===== src/pkg/rops_pkg.sv =====
// Package with register map, field layout and reset values of the output pin selector.
package rops_pkg;
    localparam int unsigned ROPS_NUM_PINS = 10;
    localparam int unsigned ROPS_NUM_REGS = 5;
    localparam int unsigned ROPS_SEL_W = 6;
    localparam int unsigned ROPS_NUM_FUNCS = 64;
    localparam int unsigned ROPS_ADDR_W = 5;
    localparam logic [4:0] ROPS_OFF_MAP01 = 5'h00;
    localparam logic [4:0] ROPS_OFF_MAP23 = 5'h04;
    localparam logic [4:0] ROPS_OFF_MAP45 = 5'h08;
    localparam logic [4:0] ROPS_OFF_MAP67 = 5'h0C;
    localparam logic [4:0] ROPS_OFF_MAP89 = 5'h10;
    localparam int unsigned ROPS_EVEN_LSB = 0;
    localparam int unsigned ROPS_ODD_LSB = 8;
    localparam int unsigned ROPS_ABSENT_PIN = 5;
    localparam logic [15:0] ROPS_MAP_MASK = 16'h3F3F;
    localparam logic [15:0] ROPS_MAP_RESET = 16'h0000;
    localparam logic [5:0] ROPS_SEL_RESET = 6'h00;
    localparam logic [1:0] ROPS_RESP_OKAY = 2'h0;
    localparam logic [1:0] ROPS_RESP_SLVERR = 2'h2;
endpackage


===== src/hdl/rops_pin_mux.sv =====
// One remappable pin: selects one peripheral output by function number.
`timescale 1ns/1ps
module rops_pin_mux #(
    parameter int unsigned NUM_FUNCS = 64,
    parameter int unsigned SEL_W = 6
) (
    input wire logic [NUM_FUNCS-1:0] func_i,
    input wire logic [SEL_W-1:0] sel_i,
    output logic pin_o
);
    always_comb begin
        pin_o = func_i[sel_i];
    end
endmodule


===== src/hdl/rops_top.sv =====
// Remappable output pin selector with AXI4-Lite register access.
`timescale 1ns/1ps
module rops_top #(
    parameter bit SMALL_PACKAGE = 1'b0,
    parameter int unsigned NUM_FUNCS = 64
) (
    input wire logic clk_i,
    input wire logic nrst_i,
    input wire logic [rops_pkg::ROPS_ADDR_W-1:0] s_axi_awaddr_i,
    input wire logic [2:0] s_axi_awprot_i,
    input wire logic s_axi_awvalid_i,
    output logic s_axi_awready_o,
    input wire logic [31:0] s_axi_wdata_i,
    input wire logic [3:0] s_axi_wstrb_i,
    input wire logic s_axi_wvalid_i,
    output logic s_axi_wready_o,
    output logic [1:0] s_axi_bresp_o,
    output logic s_axi_bvalid_o,
    input wire logic s_axi_bready_i,
    input wire logic [rops_pkg::ROPS_ADDR_W-1:0] s_axi_araddr_i,
    input wire logic [2:0] s_axi_arprot_i,
    input wire logic s_axi_arvalid_i,
    output logic s_axi_arready_o,
    output logic [31:0] s_axi_rdata_o,
    output logic [1:0] s_axi_rresp_o,
    output logic s_axi_rvalid_o,
    input wire logic s_axi_rready_i,
    input wire logic [NUM_FUNCS-1:0] periph_out_i,
    output logic [rops_pkg::ROPS_NUM_PINS-1:0] remappable_pin_o
);
    import rops_pkg::*;

    // Maps a byte address to a register index; returns valid flag.
    function automatic logic [3:0] decode(input logic [ROPS_ADDR_W-1:0] addr);
        logic [3:0] res;
        res = 4'h0;
        unique case (addr)
            ROPS_OFF_MAP01: res = 4'h8;
            ROPS_OFF_MAP23: res = 4'h9;
            ROPS_OFF_MAP45: res = 4'hA;
            ROPS_OFF_MAP67: res = 4'hB;
            ROPS_OFF_MAP89: res = 4'hC;
            default: res = 4'h0;
        endcase
        return res;
    endfunction

    logic [ROPS_SEL_W-1:0] sel_q [ROPS_NUM_PINS];
    logic [ROPS_SEL_W-1:0] sel_d [ROPS_NUM_PINS];
    logic [15:0] map_word [ROPS_NUM_REGS];

    logic aw_got_q, aw_got_d, w_got_q, w_got_d;
    logic [ROPS_ADDR_W-1:0] awaddr_q, awaddr_d;
    logic [15:0] wdata_q, wdata_d;
    logic [1:0] wstrb_q, wstrb_d;
    logic bvalid_q, bvalid_d;
    logic [1:0] bresp_q, bresp_d;
    logic rvalid_q, rvalid_d;
    logic [31:0] rdata_q, rdata_d;
    logic [1:0] rresp_q, rresp_d;
    logic [ROPS_NUM_PINS-1:0] pin_q, pin_d;
    logic awready_q, awready_d, wready_q, wready_d, arready_q, arready_d;
    logic do_write;
    logic [3:0] wdec, rdec;

    // Assembles the readable image of each mapping register.
    always_comb begin
        for (int r = 0; r < ROPS_NUM_REGS; r++) begin
            map_word[r] = ROPS_MAP_RESET;
            map_word[r][ROPS_EVEN_LSB +: ROPS_SEL_W] = sel_q[2*r];
            map_word[r][ROPS_ODD_LSB +: ROPS_SEL_W] = sel_q[2*r+1];
            map_word[r] = map_word[r] & ROPS_MAP_MASK;
        end
    end

    // Write channel acceptance; address and data may arrive in either order.
    always_comb begin
        aw_got_d = aw_got_q;
        w_got_d = w_got_q;
        awaddr_d = awaddr_q;
        wdata_d = wdata_q;
        wstrb_d = wstrb_q;
        bvalid_d = bvalid_q;
        bresp_d = bresp_q;
        if (s_axi_awvalid_i && !aw_got_q) begin
            aw_got_d = 1'b1;
            awaddr_d = s_axi_awaddr_i;
        end
        if (s_axi_wvalid_i && !w_got_q) begin
            w_got_d = 1'b1;
            wdata_d = s_axi_wdata_i[15:0];
            wstrb_d = s_axi_wstrb_i[1:0];
        end
        if (do_write) begin
            aw_got_d = 1'b0;
            w_got_d = 1'b0;
            bvalid_d = 1'b1;
            bresp_d = wdec[3] ? ROPS_RESP_OKAY : ROPS_RESP_SLVERR;
        end else if (bvalid_q && s_axi_bready_i) begin
            bvalid_d = 1'b0;
        end
        awready_d = !aw_got_d;
        wready_d = !w_got_d;
    end

    assign do_write = aw_got_q && w_got_q && !bvalid_q;
    assign wdec = decode(awaddr_q);

    // Selection field updates with byte-lane strobes.
    always_comb begin
        for (int p = 0; p < ROPS_NUM_PINS; p++) begin
            sel_d[p] = sel_q[p];
        end
        if (do_write && wdec[3]) begin
            for (int r = 0; r < ROPS_NUM_REGS; r++) begin
                if (wdec[2:0] == 3'(r)) begin
                    if (wstrb_q[0]) begin
                        sel_d[2*r] = wdata_q[ROPS_EVEN_LSB +: ROPS_SEL_W];
                    end
                    if (wstrb_q[1]) begin
                        sel_d[2*r+1] = wdata_q[ROPS_ODD_LSB +: ROPS_SEL_W];
                    end
                end
            end
        end
        if (SMALL_PACKAGE) begin
            sel_d[ROPS_ABSENT_PIN] = ROPS_SEL_RESET;
        end
    end

    // Read channel.
    assign rdec = decode(s_axi_araddr_i);
    always_comb begin
        rvalid_d = rvalid_q;
        rdata_d = rdata_q;
        rresp_d = rresp_q;
        if (s_axi_arvalid_i && !rvalid_q) begin
            rvalid_d = 1'b1;
            rdata_d = 32'h00000000;
            rresp_d = ROPS_RESP_SLVERR;
            if (rdec[3]) begin
                rdata_d = {16'h0000, map_word[rdec[2:0]]};
                rresp_d = ROPS_RESP_OKAY;
            end
        end else if (rvalid_q && s_axi_rready_i) begin
            rvalid_d = 1'b0;
        end
        arready_d = !rvalid_d;
    end

    // Pin muxes.
    logic [ROPS_NUM_PINS-1:0] mux_out;
    for (genvar g = 0; g < ROPS_NUM_PINS; g++) begin : g_pin
        rops_pin_mux #(
            .NUM_FUNCS(NUM_FUNCS),
            .SEL_W(ROPS_SEL_W)
        ) u_mux (
            .func_i(periph_out_i),
            .sel_i(sel_q[g]),
            .pin_o(mux_out[g])
        );
        AST_PIN_ROUTE: assert property (@(posedge clk_i) disable iff (!nrst_i)
            $past(nrst_i) |-> pin_q[g] == $past(periph_out_i[sel_q[g]]))
            else $error("Pin not driven from its selected output.");
    end
    assign pin_d = mux_out;

    // Write channel registers.
    always_ff @(posedge clk_i or negedge nrst_i) begin
        if (!nrst_i) begin
            aw_got_q <= 1'b0;
            w_got_q <= 1'b0;
            awready_q <= 1'b1;
            wready_q <= 1'b1;
            awaddr_q <= '0;
            wdata_q <= 16'h0000;
            wstrb_q <= 2'h0;
            bvalid_q <= 1'b0;
            bresp_q <= ROPS_RESP_OKAY;
        end else begin
            aw_got_q <= aw_got_d;
            w_got_q <= w_got_d;
            awready_q <= awready_d;
            wready_q <= wready_d;
            awaddr_q <= awaddr_d;
            wdata_q <= wdata_d;
            wstrb_q <= wstrb_d;
            bvalid_q <= bvalid_d;
            bresp_q <= bresp_d;
        end
    end

    // Selection field registers.
    always_ff @(posedge clk_i or negedge nrst_i) begin
        if (!nrst_i) begin
            for (int p = 0; p < ROPS_NUM_PINS; p++) begin
                sel_q[p] <= ROPS_SEL_RESET;
            end
        end else begin
            sel_q <= sel_d;
        end
    end

    // Read channel registers.
    always_ff @(posedge clk_i or negedge nrst_i) begin
        if (!nrst_i) begin
            rvalid_q <= 1'b0;
            arready_q <= 1'b1;
            rdata_q <= 32'h00000000;
            rresp_q <= ROPS_RESP_OKAY;
        end else begin
            rvalid_q <= rvalid_d;
            arready_q <= arready_d;
            rdata_q <= rdata_d;
            rresp_q <= rresp_d;
        end
    end

    // Pin output registers.
    always_ff @(posedge clk_i or negedge nrst_i) begin
        if (!nrst_i) begin
            pin_q <= '0;
        end else begin
            pin_q <= pin_d;
        end
    end

    assign s_axi_awready_o = awready_q;
    assign s_axi_wready_o = wready_q;
    assign s_axi_bvalid_o = bvalid_q;
    assign s_axi_bresp_o = bresp_q;
    assign s_axi_arready_o = arready_q;
    assign s_axi_rvalid_o = rvalid_q;
    assign s_axi_rdata_o = rdata_q;
    assign s_axi_rresp_o = rresp_q;
    assign remappable_pin_o = pin_q;

    // Checks.
    AST_PIN_FOLLOWS_SEL: assert property (@(posedge clk_i) disable iff (!nrst_i)
        $past(nrst_i) |-> pin_q[0] == $past(periph_out_i[sel_q[0]]))
        else $error("Pin 0 not from selected output.");
    AST_ODD_FIELD: assert property (@(posedge clk_i) disable iff (!nrst_i)
        do_write && wdec == 4'h8 && wstrb_q[1] |=> sel_q[1] == $past(wdata_q[13:8]))
        else $error("Odd field not written from bits 13:8.");
    AST_RSVD_ZERO: assert property (@(posedge clk_i) disable iff (!nrst_i)
        s_axi_rvalid_o |-> (s_axi_rdata_o & 32'hFFFFC0C0) == 32'h00000000)
        else $error("Reserved read bits not zero.");
    AST_PIN5_ABSENT: assert property (@(posedge clk_i) disable iff (!nrst_i)
        SMALL_PACKAGE |-> sel_q[ROPS_ABSENT_PIN] == ROPS_SEL_RESET)
        else $error("Absent pin 5 field holds a value.");
    AST_PIN0_WRITE: assert property (@(posedge clk_i) disable iff (!nrst_i)
        do_write && wdec == 4'h8 && wstrb_q[0] |=> sel_q[0] == $past(wdata_q[5:0]))
        else $error("Pin 0 field not written from bits 5:0.");
    AST_RESET_CLEAR: assert property (@(posedge clk_i)
        $rose(nrst_i) |-> map_word[0] == ROPS_MAP_RESET && map_word[4] == ROPS_MAP_RESET)
        else $error("Mapping not clear after reset.");
    AST_BRESP_AFTER: assert property (@(posedge clk_i) disable iff (!nrst_i)
        do_write |=> s_axi_bvalid_o) else $error("Write response missing.");
    AST_READ_ANSWER: assert property (@(posedge clk_i) disable iff (!nrst_i)
        s_axi_arvalid_i && s_axi_arready_o |=> s_axi_rvalid_o) else $error("Read not answered.");
    AST_EVEN_LAST: assert property (@(posedge clk_i) disable iff (!nrst_i)
        do_write && wdec == 4'hC && wstrb_q[0] |=> sel_q[8] == $past(wdata_q[5:0]))
        else $error("Pin 8 field not written from bits 5:0.");
    AST_ODD_LAST: assert property (@(posedge clk_i) disable iff (!nrst_i)
        do_write && wdec == 4'hC && wstrb_q[1] |=> sel_q[9] == $past(wdata_q[13:8]))
        else $error("Pin 9 field not written from bits 13:8.");
    AST_ODD_KEEP: assert property (@(posedge clk_i) disable iff (!nrst_i)
        do_write && wdec == 4'h9 && !wstrb_q[1] |=> sel_q[3] == $past(sel_q[3]))
        else $error("Odd field changed without its byte strobe.");
    AST_READ_ODD: assert property (@(posedge clk_i) disable iff (!nrst_i)
        s_axi_arvalid_i && s_axi_arready_o && rdec == 4'hB
        |=> s_axi_rdata_o[13:8] == $past(sel_q[7]))
        else $error("Pin 7 field not read from bits 13:8.");
    AST_READ_IMAGE: assert property (@(posedge clk_i) disable iff (!nrst_i)
        s_axi_arvalid_i && s_axi_arready_o && rdec == 4'h8
        |=> s_axi_rdata_o == {16'h0000, 2'h0, $past(sel_q[1]), 2'h0, $past(sel_q[0])})
        else $error("First mapping register read image wrong.");
    AST_PIN5_READ: assert property (@(posedge clk_i) disable iff (!nrst_i)
        SMALL_PACKAGE && s_axi_arvalid_i && s_axi_arready_o && rdec == 4'hA
        |=> s_axi_rdata_o[13:8] == 6'h00)
        else $error("Absent pin 5 field not read as zero.");
    AST_SLVERR_READ: assert property (@(posedge clk_i) disable iff (!nrst_i)
        s_axi_arvalid_i && s_axi_arready_o && !rdec[3]
        |=> s_axi_rdata_o == 32'h00000000 && s_axi_rresp_o == ROPS_RESP_SLVERR)
        else $error("Unmapped read not refused with zero data.");
    AST_BVALID_DROP: assert property (@(posedge clk_i) disable iff (!nrst_i)
        s_axi_bvalid_o && s_axi_bready_i |=> !s_axi_bvalid_o)
        else $error("Write response not retired.");
    AST_RVALID_DROP: assert property (@(posedge clk_i) disable iff (!nrst_i)
        s_axi_rvalid_o && s_axi_rready_i |=> !s_axi_rvalid_o)
        else $error("Read response not retired.");
    AST_RESET_PINS: assert property (@(posedge clk_i)
        $rose(nrst_i) |-> pin_q == '0 && sel_q[9] == ROPS_SEL_RESET)
        else $error("Pins or last field not clear after reset.");
    COV_WRITE: cover property (@(posedge clk_i) disable iff (!nrst_i) do_write && wdec[3]);
    COV_BAD_WRITE: cover property (@(posedge clk_i) disable iff (!nrst_i) do_write && !wdec[3]);
    COV_ODD_ONLY: cover property (@(posedge clk_i) disable iff (!nrst_i) do_write && wstrb_q == 2'h2);
    COV_READ: cover property (@(posedge clk_i) disable iff (!nrst_i)
        s_axi_rvalid_o && rresp_q == ROPS_RESP_OKAY);
    COV_BAD_READ: cover property (@(posedge clk_i) disable iff (!nrst_i)
        s_axi_rvalid_o && rresp_q == ROPS_RESP_SLVERR);
endmodule


===== config.mk =====
export PLATFORM = sky130hd
export DESIGN_NAME = rops_top
export DESIGN_NICKNAME = d
export VERILOG_FILES = /design/src/pkg/rops_pkg.sv /design/src/hdl/rops_pin_mux.sv /design/src/hdl/rops_top.sv
export SDC_FILE = /design/constraint.sdc
export NUM_CORES = 1
export LEC_CHECK = 0
export ABC_AREA = 1
export BUFFER_PORTS_ARGS = -buffer_cell sky130_fd_sc_hd__buf_2
export CORE_UTILIZATION = 40
export CTS_CLUSTER_SIZE = 20
export DETAILED_ROUTE_END_ITERATION = 7
export GPL_TIMING_DRIVEN = 0
export PLACE_DENSITY = 0.62
export SLEW_MARGIN = 20
export SYNTH_ARGS = -nofsm -noshare
export SYNTH_HDL_FRONTEND = slang
export SYNTH_SLANG_ARGS = --single-unit

===== constraint.sdc =====
create_clock -name clk_i -period 4.2 [get_ports clk_i]
set_clock_uncertainty 0.2 [all_clocks]
set_input_delay 0.63 -clock clk_i [delete_from_list [all_inputs] [get_ports clk_i]]
set_output_delay 0.63 -clock clk_i [all_outputs]
set_load 0.03 [all_outputs]

Word level (Yosys, flattened, before mapping) --
Cells that the tools add are included.
Word-level totals: register bits 134, output and inout port bits 51, bits of input ports 123
Cells by class: magnitude comparators 11, mux-type cells 36, eq/ne operators 12, reductions and logical operators 29, bitwise gates (word level) 1
Operators with widths (number):
- < comparator 6 x 7 -> 1 bit, second input constant | 10
- binary-select mux 1 bit (select 6 bit) | 10
- binary-select mux 16 bit (select 3 bit) | 1
- two-way mux 16 bit | 3
- one-hot mux 4 bit (5 select lines) | 2
- AND reduction 3 bit | 10
- == test 5 x 4 -> 1 bit, second input constant | 4
- two-way mux 1 bit | 18
- == test 5 x 3 -> 1 bit, second input constant | 2
- == test 5 bit, second input constant | 2
- zero test 5 bit | 2
- logical AND 1 bit | 8
- zero test 1 bit | 7
- == test 3 x 2 -> 1 bit, second input constant | 2
- >= comparator 4 bit, second input constant | 1
- two-way mux 2 bit | 2
- NOT 3 -> 4 bit | 1
- == test 3 x 1 -> 1 bit, second input constant | 1
- == test 3 bit, second input constant | 1
- zero test 3 bit | 1
- nonzero test 2 bit | 1

Depth between registers and ports, before layout --
Gate-level depths: netlist of run 1.
depth after elaboration 7, gate-level depth with buffers 11

Modules after synthesis --
From an unflattened synthesis of run 1, not the netlist that was laid out.
Second synthesis, totals: cell total of the unflattened synthesis 2109, area, all modules 12004.0 um^2
Modules (own cells, without submodules):
- rops_pin_mux | times used 10, area an instance 696.9 um^2, sequential area each 0.0 um^2, cells each 152
- rops_top | times used 1, area an instance 5034.8 um^2, sequential area each 2756.4 um^2, cells each 589

Worst setup path after synthesis of run 1 --
OpenSTA, ideal clock, no wires.
kind input-to-reg, start point in s_axi_araddr_i[1] in the netlist's numbering, end point reg rdata_q[9], in the netlist s_axi_rdata_o[9], buffers on the path 2, path slack 2.347 ns, data arrival time 1.535 ns, stages 8, data required time 3.882 ns, cell sequence nor2_1 > nand3_1 > buf_2 > buf_2 > o22ai_1 > nand2_1 > nand4_1 > nand2_1
Between the ends: longest elaborated chain between the ends 7
Ends and longest elaborated chain:
- start, declared | RTL line rops_top.sv:20 | input wire logic [rops_pkg::ROPS_ADDR_W-1:0] s_axi_araddr_i,
- == test 5 bit, or another cell as far along | RTL line rops_top.sv:37 | unique case (addr)
- one-hot mux 4 bit (5 select lines) * | RTL line rops_top.sv:37
- NOT 3 -> 4 bit (implied by the code) | RTL line rops_top.sv:142 | rdata_d = {16'h0000, map_word[rdec[2:0]]};
- binary-select mux 16 bit (select 3 bit) | RTL line rops_top.sv:142
- two-way mux 16 bit (implied by the code) (2 in series) | RTL line rops_top.sv:142
- two-way mux 16 bit * | RTL line rops_top.sv:141 | if (rdec[3]) begin
- end signal, assigned | RTL line rops_top.sv:214 | rdata_q <= rdata_d;
- end, declared | RTL line rops_top.sv:59 | logic [31:0] rdata_q, rdata_d;
Every way passes the cells marked *; elsewhere a longest branch is shown, timed or not. The select of a mux whose other input is x is not followed. A chain may end at the register's enable or synchronous reset.

Worst setup path in the final report of run 1 --
start point reg awaddr_q[1], end point reg sel_q, in the netlist map_word[49]
Between the ends: longest elaborated chain between the ends 4
Ends and longest elaborated chain:
- start, declared | RTL line rops_top.sv:53 | logic [ROPS_ADDR_W-1:0] awaddr_q, awaddr_d;
- start signal, assigned | RTL line rops_top.sv:185 | awaddr_q <= awaddr_d;
- == test 5 bit, or another cell as far along | RTL line rops_top.sv:37
- one-hot mux 4 bit (5 select lines) * | RTL line rops_top.sv:37
- == test 3 x 1 -> 1 bit or logical AND 1 bit (tied branches) | RTL line rops_top.sv:116, rops_top.sv:114
- AND reduction 3 bit (no source line) *
- end signal, assigned | RTL line rops_top.sv:200 | sel_q <= sel_d;
- end, declared | RTL line rops_top.sv:48 | logic [ROPS_SEL_W-1:0] sel_q [ROPS_NUM_PINS];
Every way passes the cells marked *; elsewhere a longest branch is shown, timed or not.

==> impl_metrics.tcl, run 1 <==
set metrics [dict create \
    layout-drive-gt1-share_pct 9.572 \
    finalHoldViolCount 0 \
    ctsHoldBuffers 1 \
    switching_share_pct 54.04 \
    diodes 0 \
    multi_input_area_sq_mm 0.007279 \
    reg2reg_to "map_word[49]$_DFFE_PN0P_" \
    drtIter0Drc 2605 \
    area_delta_synth_final_pct 10.97 \
    status "complete, but fails checks" \
    cp_data_required_time_ns 4.29 \
    end_kind "register" \
    register_area_sq_mm 0.002756 \
    ctsResizeCount 0 \
    finalPower_uw 7377 \
    instances_no_fill 2551 \
    critPathBufInv 2 \
    yosys_most_used_dff "dfrtp_1" \
    pwr-share-clk_pct 14.2 \
    reg2reg_depth 6 \
    coreArea_sq_mm 0.02786 \
    clock_latency_ns 0.38 \
    first_pass_iters 8 \
    nFillCells 3079 \
    routed_wl_mm 57.66 \
    critPathArrivalTime_ns 2.75 \
    combPwrFrac_pct 63.5 \
    crit_fanout 10 \
    seqPwrFrac_pct 22.3 \
    start_util_pct 40.82 \
    antenna_found_initial 1 \
    ys_seq_area_share_pct 24.24 \
    htreeDepth 3 \
    max_stage_delay_ns 0.90 \
    gp_congestion 1.004 \
    worst-path-stages 6 \
    die_y_um 170.6 \
    nets 2291 \
    dr_total_vias 15120 \
    syn_area_sq_mm 0.01137 \
    post_drt_wl_per_cell_um 22.60 \
    grt_setup_unrepaired "false" \
    grt_max_degree 78 \
    finalSetupViolCount 0 \
    min_to "s_axi_bvalid_o$_DFFE_PN0P_" \
    cts_buffers 9 \
    powerDensity_mw_per_mm2 584.5 \
    crit_path_cell_trace "nor2_4 -> inv_1 -> nor4_1 -> nand2_1 -> buf_2 -> o21ai_1" \
    boundaryPins 174 \
    clk_pin_slew_ns 0.08 \
    tightest_slew_ns 1.289 \
    dieArea_sq_mm 0.02911 \
    slew_headroom_pct 14.04 \
    layout_min_cycle_time_ns 2.667 \
    internal-power_uw 3390 \
    drtAntennaViolNets 0 \
    synthArstFlopShare_pct 100.0 \
    path_delay_family "simple AND/OR/NAND/NOR gates" \
    rows 61 \
    avgSynthCellArea_sq_um 5.481 \
    irDropWorstVdd_mv 0.2854 \
    min-delay-start "s_axi_bready_i" \
    drc 1 \
    cts_root_buf "clkbuf_16" \
    min_period_over_period_pct 63.49 \
    viasPerCell 5.926 \
    grt_use_total_pct 39.42 \
    drv_slew 0 \
    overflow 0 \
    slowest_stage "nor4_1" \
    syn_inst 2075 \
    cts_tree "built" \
    final_cell_mix "922 x nand2_1, 543 x nand3_1, 129 x buf_2, 107 x dfrtp_1, 89 x inv_1" \
    hold_path_class "input pin to register" \
    crit_type "register to register" \
    utilization_pct 45.30 \
    synth-edff-count 0 \
    start_kind "register" \
    fmax_mhz 375.0 \
    portBuffers 59 \
    grt_pass1_vias 13100 \
    die_w_um 170.6 \
    fin_setup_tns_ns 0 \
    r2r_setup_slack_ns 1.53 \
    grt_first_pass_wirelength_mm 83.21 \
    final_common_cell "nand2_1" \
    synth_cell_types 32 \
    clk_path_buf_depth 2 \
    synth-seq-cells 110 \
    switchingPower_uw 3986 \
    dp_hpwl_mm 37.46 \
    hold_depth 2 \
    yosysWarningCount 0 \
    failed_checks "DRC" \
    p_leak_uw 0.006322 \
    place_inst 2534 \
    cap_violations 0 \
    cts_sinks 110 \
    post-cts-setup-buffers 0 \
    r2r-start "awaddr_q[1]$_DFFE_PN0P_" \
]
-- through the flow --
stage               setup slack [ns]  hold slack, ns  area (sq um)
global placement              0.9573          0.2616         12220
finish                         1.533          0.2307         12620
detailed placement             1.470          0.2627         12250
global route                   1.486          0.2539         12620
CTS                            1.813          0.2299         12610
floorplan                      2.347          0.1344         11450
-- state kept, by name, indices dropped and copies added, names as in the netlist, 2 cells and up --
register and cells:
wstrb_q 2, s_axi_rdata_o 12, map_word 60, remappable_pin_o 10, awaddr_q 5, wdata_q 12
-- worst max-delay path by stage --
stage,from,endpoint
after floorplan,s_axi_araddr_i[1],s_axi_rdata_o[9]$_DFFE_PN0P_
final,awaddr_q[1]$_DFFE_PN0P_,map_word[49]$_DFFE_PN0P_
after global placement,nrst_i,map_word[61]$_DFFE_PN0P_
after detailed placement,s_axi_araddr_i[1],s_axi_rdata_o[10]$_DFFE_PN0P_
after CTS,awaddr_q[1]$_DFFE_PN0P_,map_word[49]$_DFFE_PN0P_
after global routing,awaddr_q[1]$_DFFE_PN0P_,map_word[49]$_DFFE_PN0P_
-- final cells by class --
type | count | area share (%)
Inverter | 102 | 3.034
Buffer | 218 | 8.219
Clock inverter | 7 | 1.001
Multi-Input combinational cell | 1666 | 57.68
Timing Repair Buffer | 61 | 2.687
Tap cell | 378 | 3.748
Clock buffer | 9 | 1.785
Sequential cell | 110 | 21.84
-- kinds of logic (layout without fill, tap and decap cells) --
group	count (synthesis)	after routing	synth area share [%]
simple gates	1509	1509	56.62
compound gates	133	133	6.469
mux	2	2	0.1980
buf+inv	320	397	12.44
flops	110	110	24.24
other cells	1	22	0.03298
-- synth_stat cells, types with 10 or more instances --
cell / instances / area [sq um]
nor2_1: 21 / 78.83
buf_4: 31 / 232.7
buf_1: 60 / 225.2
o21ai_1: 28 / 140.1
buf_2: 71 / 355.3
clkbuf_1: 54 / 202.7
o21ai_2: 10 / 87.58
o22ai_1: 12 / 75.07
o21ai_0: 59 / 295.3
nand4_1: 12 / 75.07
clkinv_1: 12 / 45.04
a21oi_1: 20 / 100.1
nand3_1: 543 / 2718
nand2_1: 922 / 3461
inv_1: 89 / 334.1
dfrtp_1: 107 / 2678
-- layer usage --
metal	wire, um	GRT usage [%]	part of all wire (%)	up-vias
met5	49	0	0.085	-
met2	21560	52.09	37	1241
li1	-	-	-	6838
met4	3123	20.84	5.4	2
met1	23420	55.24	41	6831
met3	9505	13.74	16	205
-- power by group through the flow --
stage          clock network (uW)  registers (uW)  logic, uW
2_1_floorplan                   0            1770       3070
3_3_place_gp                    0            1650       4470
3_5_place_dp                    0            1660       4500
4_1_cts                      1060            1640       4520
5_1_grt                      1090            1690       5110
6_report                     1050            1640       4680
Note: power is estimated with default switching activity, not from simulation.
==> run 2: changes to the inputs <==
--- a/config.mk
+++ b/config.mk
@@ -5,13 +5,13 @@
 export SDC_FILE = /design/constraint.sdc
 export NUM_CORES = 1
 export LEC_CHECK = 0
-export ABC_AREA = 1
+export ABC_AREA = 0
 export BUFFER_PORTS_ARGS = -buffer_cell sky130_fd_sc_hd__buf_2
 export CORE_UTILIZATION = 40
 export CTS_CLUSTER_SIZE = 20
 export DETAILED_ROUTE_END_ITERATION = 7
 export GPL_TIMING_DRIVEN = 0
-export PLACE_DENSITY = 0.62
+export PLACE_DENSITY = 0.64
 export SLEW_MARGIN = 20
 export SYNTH_ARGS = -nofsm -noshare
 export SYNTH_HDL_FRONTEND = slang
==> constraint.sdc (replaced) <==
create_clock -name clk_i -period 2.4 [get_ports clk_i]
set_clock_uncertainty 0.2 [all_clocks]
set_input_delay 0.36 -clock clk_i [delete_from_list [all_inputs] [get_ports clk_i]]
set_output_delay 0.36 -clock clk_i [all_outputs]
set_load 0.03 [all_outputs]
==> impl_metrics.tcl, run 2 <==
set metrics [dict create \
    synth-edff-count 0 \
    hold_depth 2 \
    grt_first_pass_wirelength_mm 54.73 \
    dr_total_vias 8803 \
    gp_congestion 0.9543 \
    grt_setup_unrepaired "false" \
    slew_headroom_pct 33.86 \
    crit_path_cell_trace "buf_4 -> nor3b_2 -> nand2b_2 -> buf_2 -> o22ai_1 -> nand2_1 -> a32o_1" \
    grt_pass1_vias 8466 \
    max_stage_delay_ns 0.82 \
    crit_fanout 10 \
    hold_slack_ns 0.01383 \
    largest_reg_flops 60 \
    htreeDepth 3 \
    yosysWarningCount 0 \
    layout_min_cycle_time_ns 2.328 \
    coreArea_sq_mm 0.02460 \
    multi_input_area_sq_mm 0.006882 \
    dieArea_sq_mm 0.02600 \
    synthTopCellsByCount "133 x mux4_2, 107 x dfrtp_1, 86 x mux2_2" \
    drc 0 \
    finalSetupViolCount 0 \
    syn_inst 792 \
    tightest_slew_ns 0.9855 \
    rows 57 \
    drtIter0Drc 1478 \
    slowest_stage "nor3b_2" \
    antenna_found_initial 2 \
    cap_violations 0 \
    synth_cell_types 46 \
    p_leak_uw 0.004566 \
    reg2reg_depth 6 \
    overflow 0 \
    viasPerCell 6.856 \
    first_pass_iters 5 \
    drv_slew 0 \
    layout-drive-gt1-share_pct 47.08 \
    clock_latency_ns 0.37 \
    grt_max_degree 62 \
    crit_type "input pin to register" \
    post_drt_wl_per_cell_um 28.79 \
    final_cell_mix "136 x buf_2, 133 x mux4_2, 106 x dfrtp_1, 86 x mux2_2, 42 x nand3_1" \
    portBuffers 121 \
    cts_tree "built" \
    syn_area_sq_mm 0.01014 \
    ys_seq_area_share_pct 27.17 \
    dp_hpwl_mm 27.18 \
    status "finished clean" \
    fin_setup_tns_ns 0 \
    synth-seq-cells 110 \
    synthArstFlopShare_pct 100.0 \
    cts_buffers 9 \
    yosysTopAreaCell "mux4_2" \
    yosys_most_used_dff "dfrtp_1" \
    yosysMostFrequentCell "mux4_2" \
    final_area_sq_mm 0.01174 \
    yosys-top-cells-area "mux4_2 30%, dfrtp_1 26%, mux2_2 9.5%, mux4_1 7.3%, mux2i_1 2.8%" \
    register_area_sq_mm 0.002758 \
    start_kind "input pin" \
    end_kind "register" \
    utilization_pct 47.69 \
    die_w_um 161.2 \
    finalHoldViolCount 0 \
    clk_pin_slew_ns 0.08 \
    cts_sinks 110 \
    nFillCells 2244 \
    synth_top_cell_area_share_pct 29.53 \
    clk_path_buf_depth 2 \
    nets 1076 \
    boundaryPins 174 \
    critPathArrivalTime_ns 2.39 \
    powerDensity_mw_per_mm2 1023 \
    start_util_pct 41.23 \
    avgSynthCellArea_sq_um 12.81 \
    dpl_cell_area_sq_mm 0.01127 \
    final_common_cell "buf_2" \
    drtAntennaViolNets 0 \
    grt_use_total_pct 29.07 \
    min_period_over_period_pct 97.01 \
    routed_wl_mm 36.97 \
    hold_path_class "input pin to register" \
    cp_data_required_time_ns 2.46 \
    area_delta_synth_final_pct 15.69 \
    die_y_um 161.2 \
    cts_root_buf "clkbuf_16" \
    fmax_mhz 429.5 \
    irDropWorstVdd_mv 0.5490 \
]
==> run 2: cell types whose count changed after synthesis, sizes merged, moves of 13 or more <==
cell and change:
a22oi +14, o21ai -78, nand2 -887, inv -78, mux2i +28, a22o +13, nor2b +23, nand3 -500
mux4 +161, mux2 +84, buf -98, clkbuf -22
==> run 2: cell type report <==
class,count,share of cell area (%)
antenna,2,0.04265
buffer,96,5.128
timing repair buffer,131,6.344
inverter,12,0.3838
clock inverter,7,0.5864
sequential,110,23.50
clock buffer,9,1.919
multi-input combinational,593,58.64
tap,324,3.455
==> run 2: what timing repair did <==
| item | 4_1_cts | 5_1_grt |
|---|---|---|
| endpoints found under the setup margin | 2 | 54 |
| setup buffers | 0 | 4 |
| hold endpoints to repair | 51 | 0 |
| hold buffers | 5 | 0 |
| pin swaps | 0 | 5 |
| resized for setup | 2 | 24 |
==> run 2: path summary, 6_finish.rpt <==
path / to / from / slack, ns
min: awaddr_q[0]$_DFFE_PN0P_ / s_axi_awaddr_i[0] / 0.01
max: s_axi_rdata_o[13]$_DFFE_PN0P_ / s_axi_araddr_i[2] / 0.07
min reg2reg: s_axi_rresp_o[1]$_DFFE_PN0P_ / s_axi_rresp_o[1]$_DFFE_PN0P_ / 0.28
max reg2reg: remappable_pin_o[4]$_DFF_PN0_ / map_word[32]$_DFFE_PN0P_ / 0.08
max in group asynchronous: s_axi_arready_o$_DFF_PN1_ / nrst_i / 1.00
min in group asynchronous: map_word[34]$_DFFE_PN0P_ / nrst_i / 0.29
==> run 2: kinds of logic after synthesis <==
group | Yosys count | share of synthesized area [%]
buffers and inverters | 110 | 5.970
other | 1 | 0.03697
AND/OR/NAND/NOR | 166 | 8.881
AO/OA/AOI/OAI | 130 | 8.844
flip-flops | 110 | 27.17
multiplexers | 275 | 49.09
==> run 2: stage by stage <==
stage | instances | power (uW) | worst slack (ns)
5_1_grt | 1282 | 12630 | 0.004048
2_1_floorplan | 813 | 8239 | 0.1988
6_report | 1284 | 12010 | 0.07170
3_5_place_dp | 1259 | 10240 | -0.2154
3_3_place_gp | 1258 | 10130 | -0.6271
4_1_cts | 1279 | 11800 | 0.01237
==> run 2: report_power, final <==
part	internal, uW	switching, uW
logic	3460	3780
registers	2530	707
clock network	730	801
==> run 2: critical path: cells and delay by family <==
kind	cells	cell delay, ns
compound gates	2	0.50
simple gates	3	1.09
buf+inv	2	0.42
==> run 2: per-layer routing <==
layer / GRT usage, % / routed length [um] / share of wire (%)
met4: 8.877 / 1098 / 3.0
met3: 11.94 / 5948 / 16
met2: 42.03 / 16000 / 43
met1: 39.81 / 13900 / 38
met5: 0 / 15 / 0.041
==> run 3: changes to the inputs <==
--- a/config.mk
+++ b/config.mk
@@ -7,11 +7,13 @@
 export LEC_CHECK = 0
 export ABC_AREA = 0
 export BUFFER_PORTS_ARGS = -buffer_cell sky130_fd_sc_hd__buf_2
+export CELL_PAD_IN_SITES_DETAIL_PLACEMENT = 1
+export CELL_PAD_IN_SITES_GLOBAL_PLACEMENT = 1
 export CORE_UTILIZATION = 40
 export CTS_CLUSTER_SIZE = 20
 export DETAILED_ROUTE_END_ITERATION = 7
 export GPL_TIMING_DRIVEN = 0
-export PLACE_DENSITY = 0.64
+export PLACE_DENSITY = 0.77
 export SLEW_MARGIN = 20
 export SYNTH_ARGS = -nofsm -noshare
 export SYNTH_HDL_FRONTEND = slang
==> impl_metrics.tcl, run 3 (synthesis results as in run 2) <==
set metrics [dict create \
    instances_no_fill 1279 \
    hold_path_class "input pin to register" \
    fmax_mhz 422.9 \
    largest_reg_flops 60 \
    internal-power_uw 6674 \
    area_delta_synth_final_pct 15.05 \
    cp_data_required_time_ns 2.43 \
    reg2reg_to "remappable_pin_o[9]$_DFF_PN0_" \
    finalPower_uw 12060 \
    nets 1073 \
    drtIter0Drc 974 \
    switching_share_pct 44.66 \
    multi_input_area_sq_mm 0.006874 \
    start_util_pct 41.23 \
    nFillCells 2647 \
    tightest_slew_ns 0.7902 \
    p_leak_uw 0.004547 \
    layout_min_cycle_time_ns 2.364 \
    slew_headroom_pct 47.09 \
    dr_total_vias 8826 \
    clock_latency_ns 0.37 \
    viasPerCell 6.901 \
    min_to "s_axi_awready_o$_DFF_PN1_" \
    seqPwrFrac_pct 26.4 \
    end_kind "register" \
    portBuffers 121 \
    cts_buffers 9 \
    routed_wl_mm 36.58 \
    switchingPower_uw 5386 \
    grt_first_pass_wirelength_mm 55.51 \
    drv_slew 0 \
    dieArea_sq_mm 0.02600 \
    cts_sinks 110 \
    dp_hpwl_mm 27.39 \
    grt_max_degree 62 \
    boundaryPins 174 \
    irDropWorstVdd_mv 0.5828 \
    critPathArrivalTime_ns 2.40 \
    min_period_over_period_pct 98.52 \
    finalHoldViolCount 0 \
    cts_root_buf "clkbuf_16" \
    grt_pass1_vias 9099 \
    overflow 0 \
    fin_setup_tns_ns 0 \
    crit_type "register to register" \
    clk_path_buf_depth 2 \
    start_kind "register" \
    layout-drive-gt1-share_pct 46.91 \
    pwr-share-clk_pct 12.7 \
    drtAntennaViolNets 0 \
    drc 0 \
    dpl_cell_area_sq_mm 0.01127 \
    diodes 0 \
    post_drt_wl_per_cell_um 28.60 \
    antenna_found_initial 2 \
    r2r-start "map_word[8]$_DFFE_PN0P_" \
    final_cell_mix "138 x buf_2, 133 x mux4_2, 107 x dfrtp_1, 86 x mux2_2, 42 x nand3_1" \
    grt_use_total_pct 28.80 \
    cap_violations 0 \
    rows 57 \
    place_inst 1259 \
    status "finished clean" \
    first_pass_iters 5 \
    min-delay-start "s_axi_awvalid_i" \
    final_area_sq_mm 0.01167 \
    startpoint "map_word[8]$_DFFE_PN0P_" \
    cts_tree "built" \
    htreeDepth 3 \
    die_y_um 161.2 \
    die_w_um 161.2 \
    hold_depth 2 \
    powerDensity_mw_per_mm2 1033 \
    combPwrFrac_pct 61.0 \
    gp_congestion 0.9156 \
    reg2reg_depth 7 \
    clk_pin_slew_ns 0.09 \
    r2r_setup_slack_ns 0.04 \
    coreArea_sq_mm 0.02460 \
    final_common_cell "buf_2" \
    finalSetupViolCount 0 \
    register_area_sq_mm 0.002756 \
    crit_fanout 10 \
]
run 3: cell types whose count changed in the layout (fill, tap and decap cells not counted), moves of 2 or more:
| cell | change |
|---|---|
| buf_2 | +2 |
| buf_8 | -2 |
| clkinv_2 | +2 |
| diode_2 | -2 |
| o21ai_0 | -2 |
| o21ai_1 | +2 |
run 3: how the worst max path moves through the flow:
| stage | endpoint | slack, ns | depth (start not counted) |
|---|---|---|---|
| 3_3_place_gp | map_word[43]$_DFFE_PN0P_ | -0.65 | 1 |
| 4_1_cts | map_word[1]$_DFFE_PN0P_ | 0.009 | 5 |
| 3_5_place_dp | s_axi_rdata_o[13]$_DFFE_PN0P_ | -0.14 | 7 |
| 6_report | remappable_pin_o[9]$_DFF_PN0_ | 0.04 | 7 |
| 5_1_grt | map_word[74]$_DFFE_PN0P_ | -0.006 | 5 |
| 2_1_floorplan | map_word[64]$_DFFE_PN0P_ | 0.20 | 5 |
run 3: layout make-up:
class                      instances  area share, %
timing repair buffer             130          6.294
clock buffer                       9          1.930
clock inverter                     7         0.5146
inverter                          12         0.3860
sequential                       110          23.62
multi-input combinational        593          58.90
tap                              324          3.474
buffer                            94          4.878
run 3: timing repair:
item / CTS / global route
gates resized for setup: 5 / 14
pin swaps: 0 / 5
setup buffers: 0 / 4
hold buffers: 4 / 0
endpoints found under the hold margin: 51 / 0
setup endpoints to repair: 4 / 65
run 3: worst max-delay path, cell delays in order (launching register included):
cell      delay, ns
dfrtp_1        0.33
clkbuf_4       0.24
buf_6          0.22
mux4_2         0.52
a22oi_1        0.37
nand3_1        0.13
nand3_1        0.10
o21ai_0        0.10
run 3: stage by stage:
step | setup slack (ns) | utilization [%] | hold WS (ns)
6_report | 0.03558 | 47.43 | 0.009212
5_1_grt | -0.006315 | 47.43 | 0.01137
4_1_cts | 0.008984 | 47.15 | 0.006442
3_5_place_dp | -0.1387 | 45.79 | 0.1368
3_3_place_gp | -0.6457 | 45.65 | 0.2554
2_1_floorplan | 0.1988 | - | -0.1356
run 3: per-layer routing:
metal | vias to the layer above | share of wire (%) | GRT usage (%)
met3 | 113 | 10 | 6.600
li1 | 3550 | - | -
met4 | 0 | 3.4 | 11.66
met5 | - | 0 | 0.7576
met1 | 4481 | 38 | 38.21
met2 | 682 | 48 | 45.63
run 3: power by group through the flow:
| stage | clock network [uW] | logic (uW) | registers [uW] |
|---|---|---|---|
| finish | 1530 | 7350 | 3180 |
| global route | 1610 | 7790 | 3270 |
| CTS | 1550 | 7200 | 3150 |
| detailed placement | 0 | 7140 | 3180 |
| global placement | 0 | 6910 | 3140 |
| floorplan | 0 | 5020 | 3220 |
